--- config.mk ---
export PLATFORM = sky130hd
export DESIGN_NAME = fast_tenbit_timer_core
export DESIGN_NICKNAME = d
export VERILOG_FILES = /design/src/core/ftt_pkg.sv /design/src/core/fast_tenbit_timer_core.sv /design/src/core/ftt_sync_bus.sv /design/src/core/ftt_prescaler.sv
export VERILOG_INCLUDE_DIRS = /design/src /design/src/core
export SDC_FILE = /design/constraint.sdc
export NUM_CORES = 1
export LEC_CHECK = 0
export BUFFER_PORTS_ARGS = -buffer_cell sky130_fd_sc_hd__buf_2
export CAP_MARGIN = 40
export CELL_PAD_IN_SITES_DETAIL_PLACEMENT = 2
export CELL_PAD_IN_SITES_GLOBAL_PLACEMENT = 2
export CORE_ASPECT_RATIO = 1.4
export CORE_MARGIN = 3
export CORE_UTILIZATION = 43
export CTS_BUF_LIST = sky130_fd_sc_hd__clkbuf_8
export CTS_CLUSTER_SIZE = 40
export DETAILED_ROUTE_END_ITERATION = 6
export PLACE_DENSITY_LB_ADDON = 0.2
export SETUP_SLACK_MARGIN = 0.3
export SYNTH_ARGS = -nofsm -noshare
export SYNTH_HDL_FRONTEND = slang
export SYNTH_SLANG_ARGS = --single-unit
--- constraint.sdc ---
create_clock -name i_clk_sys -period 4.2 [get_ports i_clk_sys]
set_input_delay 0.84 -clock i_clk_sys [delete_from_list [all_inputs] [get_ports i_clk_sys]]
set_output_delay 0.84 -clock i_clk_sys [all_outputs]
set_load 0.005 [all_outputs]
--- src/core/ftt_params.svh ---
`ifndef FTT_PARAMS_SVH
`define FTT_PARAMS_SVH

// Register byte offsets
`define FTT_OFS_CTRL_A    8'h00
`define FTT_OFS_CTRL_B    8'h04
`define FTT_OFS_CTRL_C    8'h08
`define FTT_OFS_CTRL_D    8'h0C
`define FTT_OFS_CTRL_E    8'h10
`define FTT_OFS_COUNT     8'h14
`define FTT_OFS_STAGING   8'h18
`define FTT_OFS_CMP_A     8'h1C
`define FTT_OFS_CMP_B     8'h20
`define FTT_OFS_CMP_TOP   8'h24
`define FTT_OFS_CMP_D     8'h28
`define FTT_OFS_FLAGS     8'h2C
`define FTT_OFS_MASK      8'h30

// Field positions
`define FTT_TOPSEL_BIT    0
`define FTT_WAVE_EN_LSB   1
`define FTT_PSR_BIT       6
`define FTT_FIE_BIT       7
`define FTT_FF_BIT        6
`define FTT_ASYNC_BIT     0
`define FTT_LSM_BIT       1
`define FTT_FLAG_OVF      0
`define FTT_FLAG_MA       1
`define FTT_FLAG_MB       2
`define FTT_FLAG_MD       3

// Values
`define FTT_RESET_BYTE    8'h00
`define FTT_MAX_VAL       10'h0FF
`define FTT_BOTTOM_VAL    10'h000
`define FTT_SYNC_STAGES   2
`define FTT_PRE_WIDTH     14

`endif

--- src/core/ftt_pkg.sv ---
package ftt_pkg;

  typedef enum logic
  {
    BUS_IDLE   = 1'b0,
    BUS_ANSWER = 1'b1
  } bus_state_type;

  // Settings carried into the timer side
  typedef struct packed
  {
    logic [3:0] clk_sel;
    logic       top_sel;
    logic [2:0] wave_en;
    logic       async_sel;
    logic       low_speed;
    logic [9:0] cmp_a;
    logic [9:0] cmp_b;
    logic [9:0] cmp_top;
    logic [9:0] cmp_d;
    logic       cnt_load;
    logic [9:0] cnt_val;
    logic [3:0] flag_clr;
    logic       psr;
  } cfg_type;

endpackage : ftt_pkg

--- src/core/fast_tenbit_timer_core.sv ---
// Function
// One shared 2-bit staging register holds upper bits of 10-bit registers.
// Reading a low byte copies that register's top bits into staging.
// Writing a low byte takes the top bits from staging.
// Upper bits written zero make the timer a plain 8-bit counter.
// Compare C supplies TOP where the counter clears on match.
// Compares A, B, D drive pin actions and raise match interrupts.
// Five request flags: overflow, matches A, B, D, and fault.
// Each of the five sources is individually maskable.
// Counter and prescaler may run from the fast peripheral clock.
// Written values pass synchronisation stages before affecting counting.
// Control and compare registers read back new values immediately.
// Count, staging and flags read back with synchronisation delay.
// System clock must stay below half the fast clock; the core needs the fast clock below half i_clk_sys.
// BOTTOM is signalled when the count becomes zero.
// MAX is 0xFF.
// TOP is fixed MAX or taken from the compare register.
// Clock select zero stops counting; count stays accessible.
// Match sets flag next timer clock; cleared by interrupt or one.
// Count write suppresses matches in the following timer clock.
// Prescaler reset bit resets the prescaler.
// Reset zeroes count, compares, staging and all flags.
//
// The implementer's own choices: the Avalon-MM interface to the registers and the placing of the registers.
`include "ftt_params.svh"
`timescale 1ns/1ps
`default_nettype none
module fast_tenbit_timer_core
  import ftt_pkg::*;
#(
  parameter int SYNC_STAGES = `FTT_SYNC_STAGES
) (
  // Clock and reset
  input  wire logic        i_clk_sys,
  input  wire logic        i_reset_n,
  // Avalon-MM slave
  input  wire logic [7:0]  i_address,
  input  wire logic        i_read,
  input  wire logic        i_write,
  input  wire logic [31:0] i_writedata,
  input  wire logic [3:0]  i_byteenable,
  output logic      [31:0] o_readdata,
  output logic             o_waitrequest,
  // Timer pins
  input  wire logic        i_fast_periph_clk,
  input  wire logic        i_fault,
  output logic             o_wave_out_a,
  output logic             o_wave_out_b,
  output logic             o_wave_out_d,
  output logic             o_bottom,
  output logic             o_top,
  // Interrupt requests and acknowledges
  output logic      [4:0]  o_irq_req,
  input  wire logic [4:0]  i_irq_ack
);

  initial
  begin
    if (SYNC_STAGES < 1 || SYNC_STAGES > 8)
    begin
      $error("fast_tenbit_timer_core: SYNC_STAGES out of range");
    end
  end

  bus_state_type bus_state;
  logic [7:0]    ctrl_a;
  logic [7:0]    ctrl_b;
  logic [7:0]    ctrl_c;
  logic [5:0]    ctrl_d_low;
  logic          fault_irq_enable;
  logic          fault_flag;
  logic [7:0]    ctrl_e;
  logic [9:0]    compare_a_value;
  logic [9:0]    compare_b_value;
  logic [9:0]    top_compare_value;
  logic [9:0]    compare_d_value;
  logic [3:0]    timer_irq_mask;
  logic [1:0]    msb_staging_reg;
  logic [1:0]    next_staging;
  logic          cnt_load_p;
  logic [9:0]    cnt_val_p;
  logic [3:0]    flag_clr_p;
  logic          psr_p;
  cfg_type       cfg_in;
  cfg_type       cfg_s;
  logic [9:0]    count_value;
  logic [9:0]    next_count;
  logic [3:0]    timer_irq_flags;
  logic [3:0]    flag_set;
  logic [3:0]    flag_clr;
  logic [9:0]    obs_count;
  logic [3:0]    obs_flags;
  logic [1:0]    obs_staging;
  logic          block_q;
  logic          fpc_q;
  logic          half_q;
  logic          fast_tick;
  logic          src_tick;
  logic          tick;
  logic [9:0]    top_val;
  logic          at_top;
  logic [2:0]    hit;

  // Bus decode
  wire        req      = i_read || i_write;
  wire        accept   = req && (bus_state == BUS_ANSWER);
  wire        wr       = accept && i_write && i_byteenable[0];
  // Read taken in its wait cycle, so data and staging copy agree
  wire        rd       = i_read && (bus_state == BUS_IDLE);
  wire [7:0]  wd       = i_writedata[7:0];
  wire        wr_ca    = wr && (i_address == `FTT_OFS_CTRL_A);
  wire        wr_cb    = wr && (i_address == `FTT_OFS_CTRL_B);
  wire        wr_cc    = wr && (i_address == `FTT_OFS_CTRL_C);
  wire        wr_cd    = wr && (i_address == `FTT_OFS_CTRL_D);
  wire        wr_ce    = wr && (i_address == `FTT_OFS_CTRL_E);
  wire        wr_cnt   = wr && (i_address == `FTT_OFS_COUNT);
  wire        wr_stg   = wr && (i_address == `FTT_OFS_STAGING);
  wire        wr_cmpa  = wr && (i_address == `FTT_OFS_CMP_A);
  wire        wr_cmpb  = wr && (i_address == `FTT_OFS_CMP_B);
  wire        wr_cmpt  = wr && (i_address == `FTT_OFS_CMP_TOP);
  wire        wr_cmpd  = wr && (i_address == `FTT_OFS_CMP_D);
  wire        wr_flags = wr && (i_address == `FTT_OFS_FLAGS);
  wire        wr_mask  = wr && (i_address == `FTT_OFS_MASK);
  wire [9:0]  wide_wr  = {msb_staging_reg, wd};

  // Ten-bit register selected by an address
  function automatic logic is_wide(input logic [7:0] a);
    return (a == `FTT_OFS_COUNT) || (a == `FTT_OFS_CMP_A)
        || (a == `FTT_OFS_CMP_B) || (a == `FTT_OFS_CMP_TOP)
        || (a == `FTT_OFS_CMP_D);
  endfunction : is_wide

  function automatic logic [9:0] wide_of(input logic [7:0] a);
    unique case (a)
      `FTT_OFS_COUNT:   return obs_count;
      `FTT_OFS_CMP_A:   return compare_a_value;
      `FTT_OFS_CMP_B:   return compare_b_value;
      `FTT_OFS_CMP_TOP: return top_compare_value;
      `FTT_OFS_CMP_D:   return compare_d_value;
      default:          return 10'h000;
    endcase
  endfunction : wide_of

  function automatic logic [7:0] byte_of(input logic [7:0] a);
    if (is_wide(a))
      return 8'(wide_of(a));
    unique case (a)
      `FTT_OFS_CTRL_A:  return ctrl_a;
      `FTT_OFS_CTRL_B:  return ctrl_b;
      `FTT_OFS_CTRL_C:  return ctrl_c;
      `FTT_OFS_CTRL_D:  return {fault_irq_enable, fault_flag, ctrl_d_low};
      `FTT_OFS_CTRL_E:  return ctrl_e;
      `FTT_OFS_STAGING: return {6'h00, obs_staging};
      `FTT_OFS_FLAGS:   return {4'h0, obs_flags};
      `FTT_OFS_MASK:    return {4'h0, timer_irq_mask};
      default:          return `FTT_RESET_BYTE;
    endcase
  endfunction : byte_of

  wire [9:0]  wide_rd  = wide_of(i_address);

  // One wait cycle, answer in the second
  assign o_waitrequest = req && (bus_state == BUS_IDLE);

  always_ff @(posedge i_clk_sys or negedge i_reset_n)
  begin
    if (!i_reset_n)
      bus_state <= BUS_IDLE;
    else
      bus_state <= (req && bus_state == BUS_IDLE) ? BUS_ANSWER : BUS_IDLE;
  end

  always_ff @(posedge i_clk_sys or negedge i_reset_n)
  begin
    if (!i_reset_n)
      o_readdata <= 32'h0000_0000;
    else if (rd)
      o_readdata <= {24'h00_0000, byte_of(i_address)};
  end

  // Shared staging register
  assign next_staging = wr_stg ? wd[1:0]
                      : (rd && is_wide(i_address)) ? wide_rd[9:8]
                      : msb_staging_reg;

  // Registers read back at once after a write, except staging, read back through obs_staging
  always_ff @(posedge i_clk_sys or negedge i_reset_n)
  begin
    if (!i_reset_n)
    begin
      ctrl_a            <= `FTT_RESET_BYTE;
      ctrl_b            <= `FTT_RESET_BYTE;
      ctrl_c            <= `FTT_RESET_BYTE;
      ctrl_d_low        <= 6'h00;
      fault_irq_enable  <= 1'b0;
      ctrl_e            <= `FTT_RESET_BYTE;
      compare_a_value   <= 10'h000;
      compare_b_value   <= 10'h000;
      top_compare_value <= 10'h000;
      compare_d_value   <= 10'h000;
      timer_irq_mask    <= 4'h0;
      msb_staging_reg   <= 2'h0;
    end
    else
    begin
      msb_staging_reg <= next_staging;
      if (wr_ca)
        ctrl_a <= wd;
      if (wr_cb)
        ctrl_b <= wd & ~(8'h01 << `FTT_PSR_BIT);
      if (wr_cc)
        ctrl_c <= wd;
      if (wr_cd)
      begin
        ctrl_d_low       <= wd[5:0];
        fault_irq_enable <= wd[`FTT_FIE_BIT];
      end
      if (wr_ce)
        ctrl_e <= wd;
      if (wr_cmpa)
        compare_a_value <= wide_wr;
      if (wr_cmpb)
        compare_b_value <= wide_wr;
      if (wr_cmpt)
        top_compare_value <= wide_wr;
      if (wr_cmpd)
        compare_d_value <= wide_wr;
      if (wr_mask)
        timer_irq_mask <= wd[3:0];
    end
  end

  // Write strobes that act on the timer side
  always_ff @(posedge i_clk_sys or negedge i_reset_n)
  begin
    if (!i_reset_n)
    begin
      cnt_load_p <= 1'b0;
      cnt_val_p  <= 10'h000;
      flag_clr_p <= 4'h0;
      psr_p      <= 1'b0;
    end
    else
    begin
      cnt_load_p <= wr_cnt;
      cnt_val_p  <= wr_cnt ? wide_wr : cnt_val_p;
      flag_clr_p <= wr_flags ? wd[3:0] : 4'h0;
      psr_p      <= wr_cb && wd[`FTT_PSR_BIT];
    end
  end

  assign cfg_in = '{
    clk_sel:   ctrl_b[3:0],
    top_sel:   ctrl_a[`FTT_TOPSEL_BIT],
    wave_en:   ctrl_a[`FTT_WAVE_EN_LSB +: 3],
    async_sel: ctrl_e[`FTT_ASYNC_BIT],
    low_speed: ctrl_e[`FTT_LSM_BIT],
    cmp_a:     compare_a_value,
    cmp_b:     compare_b_value,
    cmp_top:   top_compare_value,
    cmp_d:     compare_d_value,
    cnt_load:  cnt_load_p,
    cnt_val:   cnt_val_p,
    flag_clr:  flag_clr_p,
    psr:       psr_p
  };

  // Input synchronisation into the counting side
  ftt_sync_bus #(
    .W      ($bits(cfg_type)),
    .STAGES (SYNC_STAGES)
  ) u_sync (
    .i_clk_sys (i_clk_sys),
    .i_reset_n (i_reset_n),
    .i_data    (cfg_in),
    .o_data    (cfg_s)
  );

  // Fast peripheral clock edges, halved in low speed mode
  assign fast_tick = i_fast_periph_clk && !fpc_q
                     && (!cfg_s.low_speed || half_q);
  assign src_tick  = cfg_s.async_sel ? fast_tick : 1'b1;

  always_ff @(posedge i_clk_sys or negedge i_reset_n)
  begin
    if (!i_reset_n)
    begin
      fpc_q  <= 1'b0;
      half_q <= 1'b0;
    end
    else
    begin
      fpc_q  <= i_fast_periph_clk;
      half_q <= half_q ^ (i_fast_periph_clk && !fpc_q);
    end
  end

  ftt_prescaler #(
    .PRE_W (`FTT_PRE_WIDTH)
  ) u_pre (
    .i_clk_sys   (i_clk_sys),
    .i_reset_n   (i_reset_n),
    .i_src_tick  (src_tick),
    .i_clk_sel   (cfg_s.clk_sel),
    .i_reset_pre (cfg_s.psr),
    .o_tick      (tick)
  );

  // Counter
  assign top_val    = cfg_s.top_sel ? cfg_s.cmp_top : `FTT_MAX_VAL;
  assign at_top     = (count_value == top_val);
  assign next_count = cfg_s.cnt_load ? cfg_s.cnt_val
                    : !tick ? count_value
                    : at_top ? `FTT_BOTTOM_VAL
                    : count_value + 10'h001;
  assign hit        = {count_value == cfg_s.cmp_d,
                       count_value == cfg_s.cmp_b,
                       count_value == cfg_s.cmp_a};
  assign flag_set   = {4{tick}} & {hit[2] && !block_q, hit[1] && !block_q,
                                   hit[0] && !block_q, at_top};
  assign flag_clr   = cfg_s.flag_clr | i_irq_ack[3:0];

  always_ff @(posedge i_clk_sys or negedge i_reset_n)
  begin
    if (!i_reset_n)
    begin
      count_value     <= 10'h000;
      timer_irq_flags <= 4'h0;
      block_q         <= 1'b0;
      o_bottom        <= 1'b1;
      o_top           <= 1'b0;
    end
    else
    begin
      count_value     <= next_count;
      timer_irq_flags <= (timer_irq_flags & ~flag_clr) | flag_set;
      block_q         <= cfg_s.cnt_load || (block_q && !tick);
      o_bottom        <= (next_count == `FTT_BOTTOM_VAL);
      o_top           <= (next_count == top_val);
    end
  end

  // Pin actions on matches
  always_ff @(posedge i_clk_sys or negedge i_reset_n)
  begin
    if (!i_reset_n)
    begin
      o_wave_out_a <= 1'b0;
      o_wave_out_b <= 1'b0;
      o_wave_out_d <= 1'b0;
    end
    else
    begin
      o_wave_out_a <= o_wave_out_a ^ (flag_set[`FTT_FLAG_MA] && cfg_s.wave_en[0]);
      o_wave_out_b <= o_wave_out_b ^ (flag_set[`FTT_FLAG_MB] && cfg_s.wave_en[1]);
      o_wave_out_d <= o_wave_out_d ^ (flag_set[`FTT_FLAG_MD] && cfg_s.wave_en[2]);
    end
  end

  // Output synchronisation and fault flag
  always_ff @(posedge i_clk_sys or negedge i_reset_n)
  begin
    if (!i_reset_n)
    begin
      obs_count   <= 10'h000;
      obs_flags   <= 4'h0;
      obs_staging <= 2'h0;
      fault_flag  <= 1'b0;
    end
    else
    begin
      obs_count   <= count_value;
      obs_flags   <= timer_irq_flags;
      obs_staging <= msb_staging_reg;
      fault_flag  <= i_fault || (fault_flag && !i_irq_ack[4]
                     && !(wr_cd && wd[`FTT_FF_BIT]));
    end
  end

  assign o_irq_req = {fault_flag && fault_irq_enable,
                      timer_irq_flags & timer_irq_mask};

  answer_wait_a: assert property (@(posedge i_clk_sys) disable iff (!i_reset_n)
    req && o_waitrequest |=> !o_waitrequest)
    else $error("answer not given one cycle after wait");
  staging_copy_a: assert property (@(posedge i_clk_sys) disable iff (!i_reset_n)
    rd && i_address == `FTT_OFS_COUNT |=> msb_staging_reg == $past(obs_count[9:8]))
    else $error("staging not loaded from count read");
  low_write_a: assert property (@(posedge i_clk_sys) disable iff (!i_reset_n)
    wr_cmpa |=> compare_a_value == {$past(msb_staging_reg), $past(wd)})
    else $error("compare A not built from staging");
  sync_delay_a: assert property (@(posedge i_clk_sys) disable iff (!i_reset_n)
    wr_cmpa && SYNC_STAGES == 2 |=> ##2 cfg_s.cmp_a == $past(compare_a_value, 2))
    else $error("compare A not synchronised in two stages");
  stop_count_a: assert property (@(posedge i_clk_sys) disable iff (!i_reset_n)
    cfg_s.clk_sel == 4'h0 && !cfg_s.cnt_load |=> count_value == $past(count_value))
    else $error("count moved while stopped");
  top_clear_a: assert property (@(posedge i_clk_sys) disable iff (!i_reset_n)
    tick && at_top && !cfg_s.cnt_load
    |=> count_value == 10'h000 && timer_irq_flags[`FTT_FLAG_OVF])
    else $error("no clear and overflow at TOP");
  match_set_a: assert property (@(posedge i_clk_sys) disable iff (!i_reset_n)
    tick && hit[0] && !block_q |=> timer_irq_flags[`FTT_FLAG_MA])
    else $error("match A flag not set");
  match_block_a: assert property (@(posedge i_clk_sys) disable iff (!i_reset_n)
    cfg_s.cnt_load ##1 (tick && !timer_irq_flags[`FTT_FLAG_MA])
    |=> !timer_irq_flags[`FTT_FLAG_MA])
    else $error("match not blocked after count write");
  fault_set_a: assert property (@(posedge i_clk_sys) disable iff (!i_reset_n)
    i_fault |=> fault_flag ##0 (o_irq_req[4] == fault_irq_enable))
    else $error("fault flag lost");

  overflow_c: cover property (@(posedge i_clk_sys) disable iff (!i_reset_n)
    flag_set[`FTT_FLAG_OVF]);
  count_write_c: cover property (@(posedge i_clk_sys) disable iff (!i_reset_n)
    cfg_s.cnt_load ##[1:20] tick);
  fault_irq_c: cover property (@(posedge i_clk_sys) disable iff (!i_reset_n)
    o_irq_req[4]);

endmodule : fast_tenbit_timer_core
`default_nettype wire

--- src/core/ftt_sync_bus.sv ---
`timescale 1ns/1ps
`default_nettype none
module ftt_sync_bus #(
  parameter int W      = 8,
  parameter int STAGES = 2
) (
  // Clock and reset
  input  wire logic         i_clk_sys,
  input  wire logic         i_reset_n,
  // Data
  input  wire logic [W-1:0] i_data,
  output logic      [W-1:0] o_data
);

  logic [W-1:0] stage [STAGES];

  initial
  begin
    if (STAGES < 1 || W < 1)
    begin
      $error("ftt_sync_bus: STAGES and W must be at least 1");
    end
  end

  genvar g;
  generate
    for (g = 0; g < STAGES; g++)
    begin : g_stage
      always_ff @(posedge i_clk_sys or negedge i_reset_n)
      begin
        if (!i_reset_n)
          stage[g] <= '0;
        else
          stage[g] <= (g == 0) ? i_data : stage[(g == 0) ? 0 : g - 1];
      end
    end
  endgenerate

  assign o_data = stage[STAGES-1];

endmodule : ftt_sync_bus
`default_nettype wire

--- src/core/ftt_prescaler.sv ---
`timescale 1ns/1ps
`default_nettype none
module ftt_prescaler #(
  parameter int PRE_W = 14
) (
  // Clock and reset
  input  wire logic       i_clk_sys,
  input  wire logic       i_reset_n,
  // Control
  input  wire logic       i_src_tick,
  input  wire logic [3:0] i_clk_sel,
  input  wire logic       i_reset_pre,
  // Timer tick
  output logic            o_tick
);

  logic [PRE_W-1:0] pre_cnt;
  logic [PRE_W-1:0] div_mask;

  initial
  begin
    if (PRE_W < 14)
    begin
      $error("ftt_prescaler: PRE_W must be at least 14");
    end
  end

  // Low sel-1 bits set: divide by 2^(sel-1)
  function automatic logic [PRE_W-1:0] mask_of(input logic [3:0] sel);
    logic [PRE_W-1:0] m;
    m = '0;
    for (int i = 0; i < PRE_W; i++)
      m[i] = (i + 1 < int'(sel));
    return m;
  endfunction : mask_of

  assign div_mask = mask_of(i_clk_sel);
  assign o_tick   = i_src_tick && (i_clk_sel != 4'h0)
                    && ((pre_cnt & div_mask) == div_mask);

  always_ff @(posedge i_clk_sys or negedge i_reset_n)
  begin
    if (!i_reset_n)
      pre_cnt <= '0;
    else if (i_reset_pre)
      pre_cnt <= '0;
    else if (i_src_tick)
      pre_cnt <= pre_cnt + 1'b1;
  end

endmodule : ftt_prescaler
`default_nettype wire

---- Word-level counts from Yosys, hierarchy flattened ----
Cells that the tools add are included.
storage, ports and cells
  register bits after elaboration ......... 294
  output and inout port bits .............. 43
  word-level logic and storage cells ...... 152
operators by class
  $add $sub $neg .......................... 2
  order comparisons ....................... 14
  eq/ne operators ......................... 18
  mux-type cells .......................... 17
  bitwise operators ....................... 12
  reductions and logical operators ........ 54
operators with widths
  operator               count
  $pmux 8 s8             1
  $eq 10x10->1           5
  $pmux 10 s5            1
  $eq 8x6->1 const B     5
  $mux 10                4
  $logic_and 1x1->1      35
  $eq 8x5->1 const B     4
  $lt 4x4->1 const A     7
  $mux 14                2
  $eq 8x4->1 const B     2
  $lt 3x4->1 const A     4
  $mux 8                 2
  $add 14x1->14 const B  1
  $and 14x14->14         1
  $eq 14x14->1           1
  $and 4x4->4            3
  $add 10x1->10 const B  1
  $logic_not 10->1       1
  $eq 8x3->1 const B     1
  $logic_not 8->1        1
  $logic_or 1x1->1       8
  $lt 2x4->1 const A     2
  $or 4x4->4             2
  $logic_not 1->1        6
  9 further kinds        17

---- Logic depth before layout (Yosys ltp) ----
  depth in word-level cells ............... 9
  mapped depth ............................ 12
  gate-level depth less buffers ........... 11

---- Cells and area by module ----
A second synthesis with hierarchy kept.
unflattened totals
  cell total of the unflattened synthesis .. 934
  area total of the unflattened synthesis .. 12092.8 um2
by module, submodules not included
  module                  times used  cells an instance  area an instance (um2)
  fast_tenbit_timer_core  1           640                7427.1
  ftt_sync_bus            1           198                3798.6
  ftt_prescaler           1           96                 867.1

---- Worst setup path before layout ----
Ideal clock, no wire load.
  kind .................................... input port to flip-flop
  from .................................... in i_fast_periph_clk
  to ...................................... reg o_top
  setup time .............................. 111 ps
  data arrival time ....................... 2971 ps
  required time ........................... 4089 ps
  path slack .............................. 1117 ps
  stages .................................. 9
  path buffers ............................ 0
  cells stage by stage .................... nand2b_1 -> o21ai_2 -> nand4_4 -> nor4b_1 -> o31ai_4 -> xnor2_1 -> or4_1 -> a22o_1 -> a2111oi_2
on the way
  longest elaborated chain between the ends .. 8
ends and longest elaborated chain
  item                  RTL line                       RTL
  start, declared       fast_tenbit_timer_core.sv:45   input wire logic i_fast_periph_clk,
  $logic_and 1x1->1     fast_tenbit_timer_core.sv:280  assign fast_tick = i_fast_periph_clk && !fpc_q
  $logic_and 1x1->1     fast_tenbit_timer_core.sv:281  && (!cfg_s.low_speed || half_q);
  $mux 1                fast_tenbit_timer_core.sv:282  assign src_tick = cfg_s.async_sel ? fast_tick : 1'b1;
  $logic_and 1x1->1     ftt_prescaler.sv:38            assign o_tick = i_src_tick && (i_clk_sel != 4'h0)
  $logic_and 1x1->1     ftt_prescaler.sv:39            && ((pre_cnt & div_mask) == div_mask);
  $mux 10               fast_tenbit_timer_core.sv:313  : !tick ? count_value
  $mux 10               fast_tenbit_timer_core.sv:312  assign next_count = cfg_s.cnt_load ? cfg_s.cnt_val
  $eq 10x10->1          fast_tenbit_timer_core.sv:339  o_top <= (next_count == top_val);
  end signal, assigned  fast_tenbit_timer_core.sv:339
  end, declared         fast_tenbit_timer_core.sv:51   output logic o_top,
Every way passes these cells.
A chain may end at the register's enable or synchronous reset.

---- Worst setup path in the final report ----
  from .................................... reg u_sync.stage (netlist bit u_sync.o_data[65])
  to ...................................... reg o_top
on the way
  longest elaborated chain between the ends .. 7
ends and longest elaborated chain
  item                                RTL line                       RTL
  start, declared                     ftt_sync_bus.sv:15             logic [W-1:0] stage [STAGES];
  start signal, assigned by index     ftt_sync_bus.sv:34             stage[g] <= (g == 0) ? i_data : stage[(g == 0) ? 0 : g - 1];
  $lt 1x4->1 (tied with other cells)  ftt_prescaler.sv:33            m[i] = (i + 1 < int'(sel));
  $and 14x14->14                      ftt_prescaler.sv:39
  $eq 14x14->1                        ftt_prescaler.sv:39
  $logic_and 1x1->1 (*)               ftt_prescaler.sv:39
  $mux 10 (*)                         fast_tenbit_timer_core.sv:313
  $mux 10 (*)                         fast_tenbit_timer_core.sv:312
  $eq 10x10->1 (*)                    fast_tenbit_timer_core.sv:339
Every way passes the cells marked *; elsewhere a longest branch is shown, timed or not.

==> flow_summary.yaml <==
floorplanning:
  dieArea_mm2: 0.0293
  core_mm2: 0.0265
  start_util_pct: 44.2
  ioPinCount: 98
  die_h_um: 201
  die_w_um: 145
  rows: 70
drt:
  drt-initial-drc-count: 445
  wl_per_cell_um: 25.4
  remaining_drc_errors: 0
  vias: 7679
  totalWireLength_um: 35000
  via_per_inst: 5.57
  postRouteAntennaNets: 0
  dr.pass1.iters: 5
cts:
  h-tree-depth: 2
  clk_pin_slew_ps: 70
  cts_buffer_depth: 3
  ctsHoldBuffers: 0
  cts_buffers: 44
  cts.repair.resized: 0
  cts_tree: "done"
  cts.sinks: 294
  post_cts_buffers: 0
  clkLatencyLatePin_ps: 570
  root_buffer: "clkbuf_8"
global_routing:
  antenna_found_initial: 0
  grt_max_degree: 106
  grt_pass1_vias: 8843
  grt_use_total_pct: 24.4
  gr-total-overflow: 0
  grt_pass1_wl_um: 54800
power:
  power_density_mw_per_mm2: 468
  leakagePower_nw: 6.58
  peakVddDrop_mv: 0.322
  power.total_mw: 6.28
synth:
  synthCells: 901
  postSynth.asyncResetShare_pct: 100
  synth_area_mm2: 0.0117
  avgSynthCellArea_um2: 13.0
  synth_edf_count: 0
  ys_seq_area_share_pct: 62.9
  yosysUniqueCellTypes: 77
  ys_ff_latch: 294
  yosysWarnings: 0
  synth-main-ff-cell: "dfrtp_1"
sta:
  slew_headroom_pct: 42.8
  fin_skew_ps: 20.8
  rsz0062_at_grt: "false"
  fmax_ghz: 0.285
  fin_crit_sh_pct: 83.7
  min_period_ps: 3510
  worst_slew_pin_slew_ps: 858
  setup_viol: 0
  hold_viol_final: 0
  tns_ps: 0
  maxSlewViolCount: 0
placement:
  placed_cells_incl_taps: 1299
  io_buffers: 46
  hpwl_um: 22600
  gp_congestion: 0.861
status:
  status: "finished, final reports clean"
finish:
  area_delta_synth_final_pct: 14.6
  final_cell_count_no_fill: 1378
  diodes: 0
  drive_gt1_share_pct: 25.7
  fill_cells: 2571
  fin_util_pct: 50.7
  nets: 1042
setup_path:
  worstSetupPathType: "reg -> reg"
  crit_fanout: 19
  start_kind: "register"
  cp.required_ps: 4660
  end_kind: "register"
  critPathArrivalTime_ps: 3970
min_path:
  hold_class: "in -> async"
job:
  drv_cap: 0
## synth_stat cells, types with 8 or more instances
cell type | count | area, µm²
nand2b_1 | 12 | 75.1
dfrtp_1 | 293 | 7330
nor4_1 | 17 | 106
mux2_2 | 93 | 1050
a222oi_1 | 11 | 110
xnor2_1 | 16 | 140
o21ai_0 | 10 | 50.1
nor3_1 | 15 | 75.1
xor2_1 | 39 | 342
buf_4 | 26 | 195
inv_1 | 16 | 60.1
nor2_1 | 45 | 169
and3_1 | 11 | 68.8
a21oi_1 | 32 | 160
nand3_1 | 20 | 100
a22oi_1 | 25 | 188
buf_2 | 9 | 45.0
nand4_1 | 9 | 56.3
clkbuf_1 | 27 | 101
nand2_1 | 54 | 203
a221o_1 | 8 | 80.1
## final cells by class
class,instances,area (µm²),share of cell area [%]
flip-flops and latches,294,7360,54.9
multi-input cells,545,3990,29.7
clock inverters,20,170,1.27
repair buffers,83,571,4.25
inverters,17,63.8,0.476
well taps,360,450,3.36
clock buffers,59,812,6.05
## kinds of logic after synthesis
family,count (synthesis),share of synthesized area (%)
flops,294,62.9
simple gates,220,10.1
compound gates,149,9.73
mux,95,9.12
buf+inv,85,3.78
xor+xnor,55,4.12
fa+ha+maj,2,0.214
other cells,1,0.0320
## per-stage QoR
stage / hold WS (ps) / setup slack, ps / cell area [µm²]
6_report: 271 / 686 / 13400
5_1_grt: 333 / 385 / 13400
2_1_floorplan: 331 / 1120 / 11800
3_5_place_dp: 337 / 633 / 12400
3_3_place_gp: 332 / 648 / 12400
4_1_cts: 320 / 661 / 13400
## worst max-delay path, stage by stage (launching register included)
cell and delay [ps]:
dfrtp_1 520, nor3b_1 240, a211oi_1 100, o41ai_4 370, nand4_4 360, buf_4 280, nor4_1 410, o22ai_1 140
a41o_1 260, or3_1 370, a2111oi_2 340
## where the power goes
part | switching (mW) | internal (mW) | total (mW)
clock | 1.13 | 1.44 | 2.57
combinational | 0.401 | 0.214 | 0.615
sequential | 0.153 | 2.95 | 3.10
## placed cells by master, fill, tap and decap left out, drive strengths merged, types with 21 or more instances in the layout
| master | netlist | layout |
|---|---|---|
| a21oi | 32 | 32 |
| a22oi | 25 | 25 |
| buf | 41 | 83 |
| clkbuf | 27 | 59 |
| conb | 1 | 24 |
| dfrtp | 293 | 293 |
| inv | 17 | 27 |
| mux2 | 93 | 93 |
| nand2 | 54 | 54 |
| nand3 | 21 | 21 |
| nor2 | 46 | 46 |
| xor2 | 39 | 39 |
## per-layer routing
layer / GRT usage [%] / vias to the layer above / share of wire [%]
li1: - / 3352 / -
met1: 27.7 / 4078 / 38
met2: 46.0 / 168 / 55
met3: 3.22 / 81 / 3.1
met4: 9.95 / 0 / 3.9
met5: 0 / - / 0
## worst paths after layout
| path | startpoint | endpoint | slack, ps | depth (start not counted) |
|---|---|---|---|---|
| worst max-delay path | u_sync.o_data[65] | o_top | 690 | 10 |
| worst min-delay path | i_reset_n | ctrl_b[5] | 270 | 1 |
| worst max register to register | u_sync.o_data[65] | o_top | 690 | 10 |
| worst min register to register | u_sync.stage[82] | u_sync.o_data[16] | 330 | 0 |
| max in group asynchronous | i_reset_n | u_sync.o_data[55] | 2900 | 2 |
| min in group i_clk_sys | u_sync.stage[82] | u_sync.o_data[16] | 330 | 0 |
Note: power is estimated with default switching activity, not from simulation.
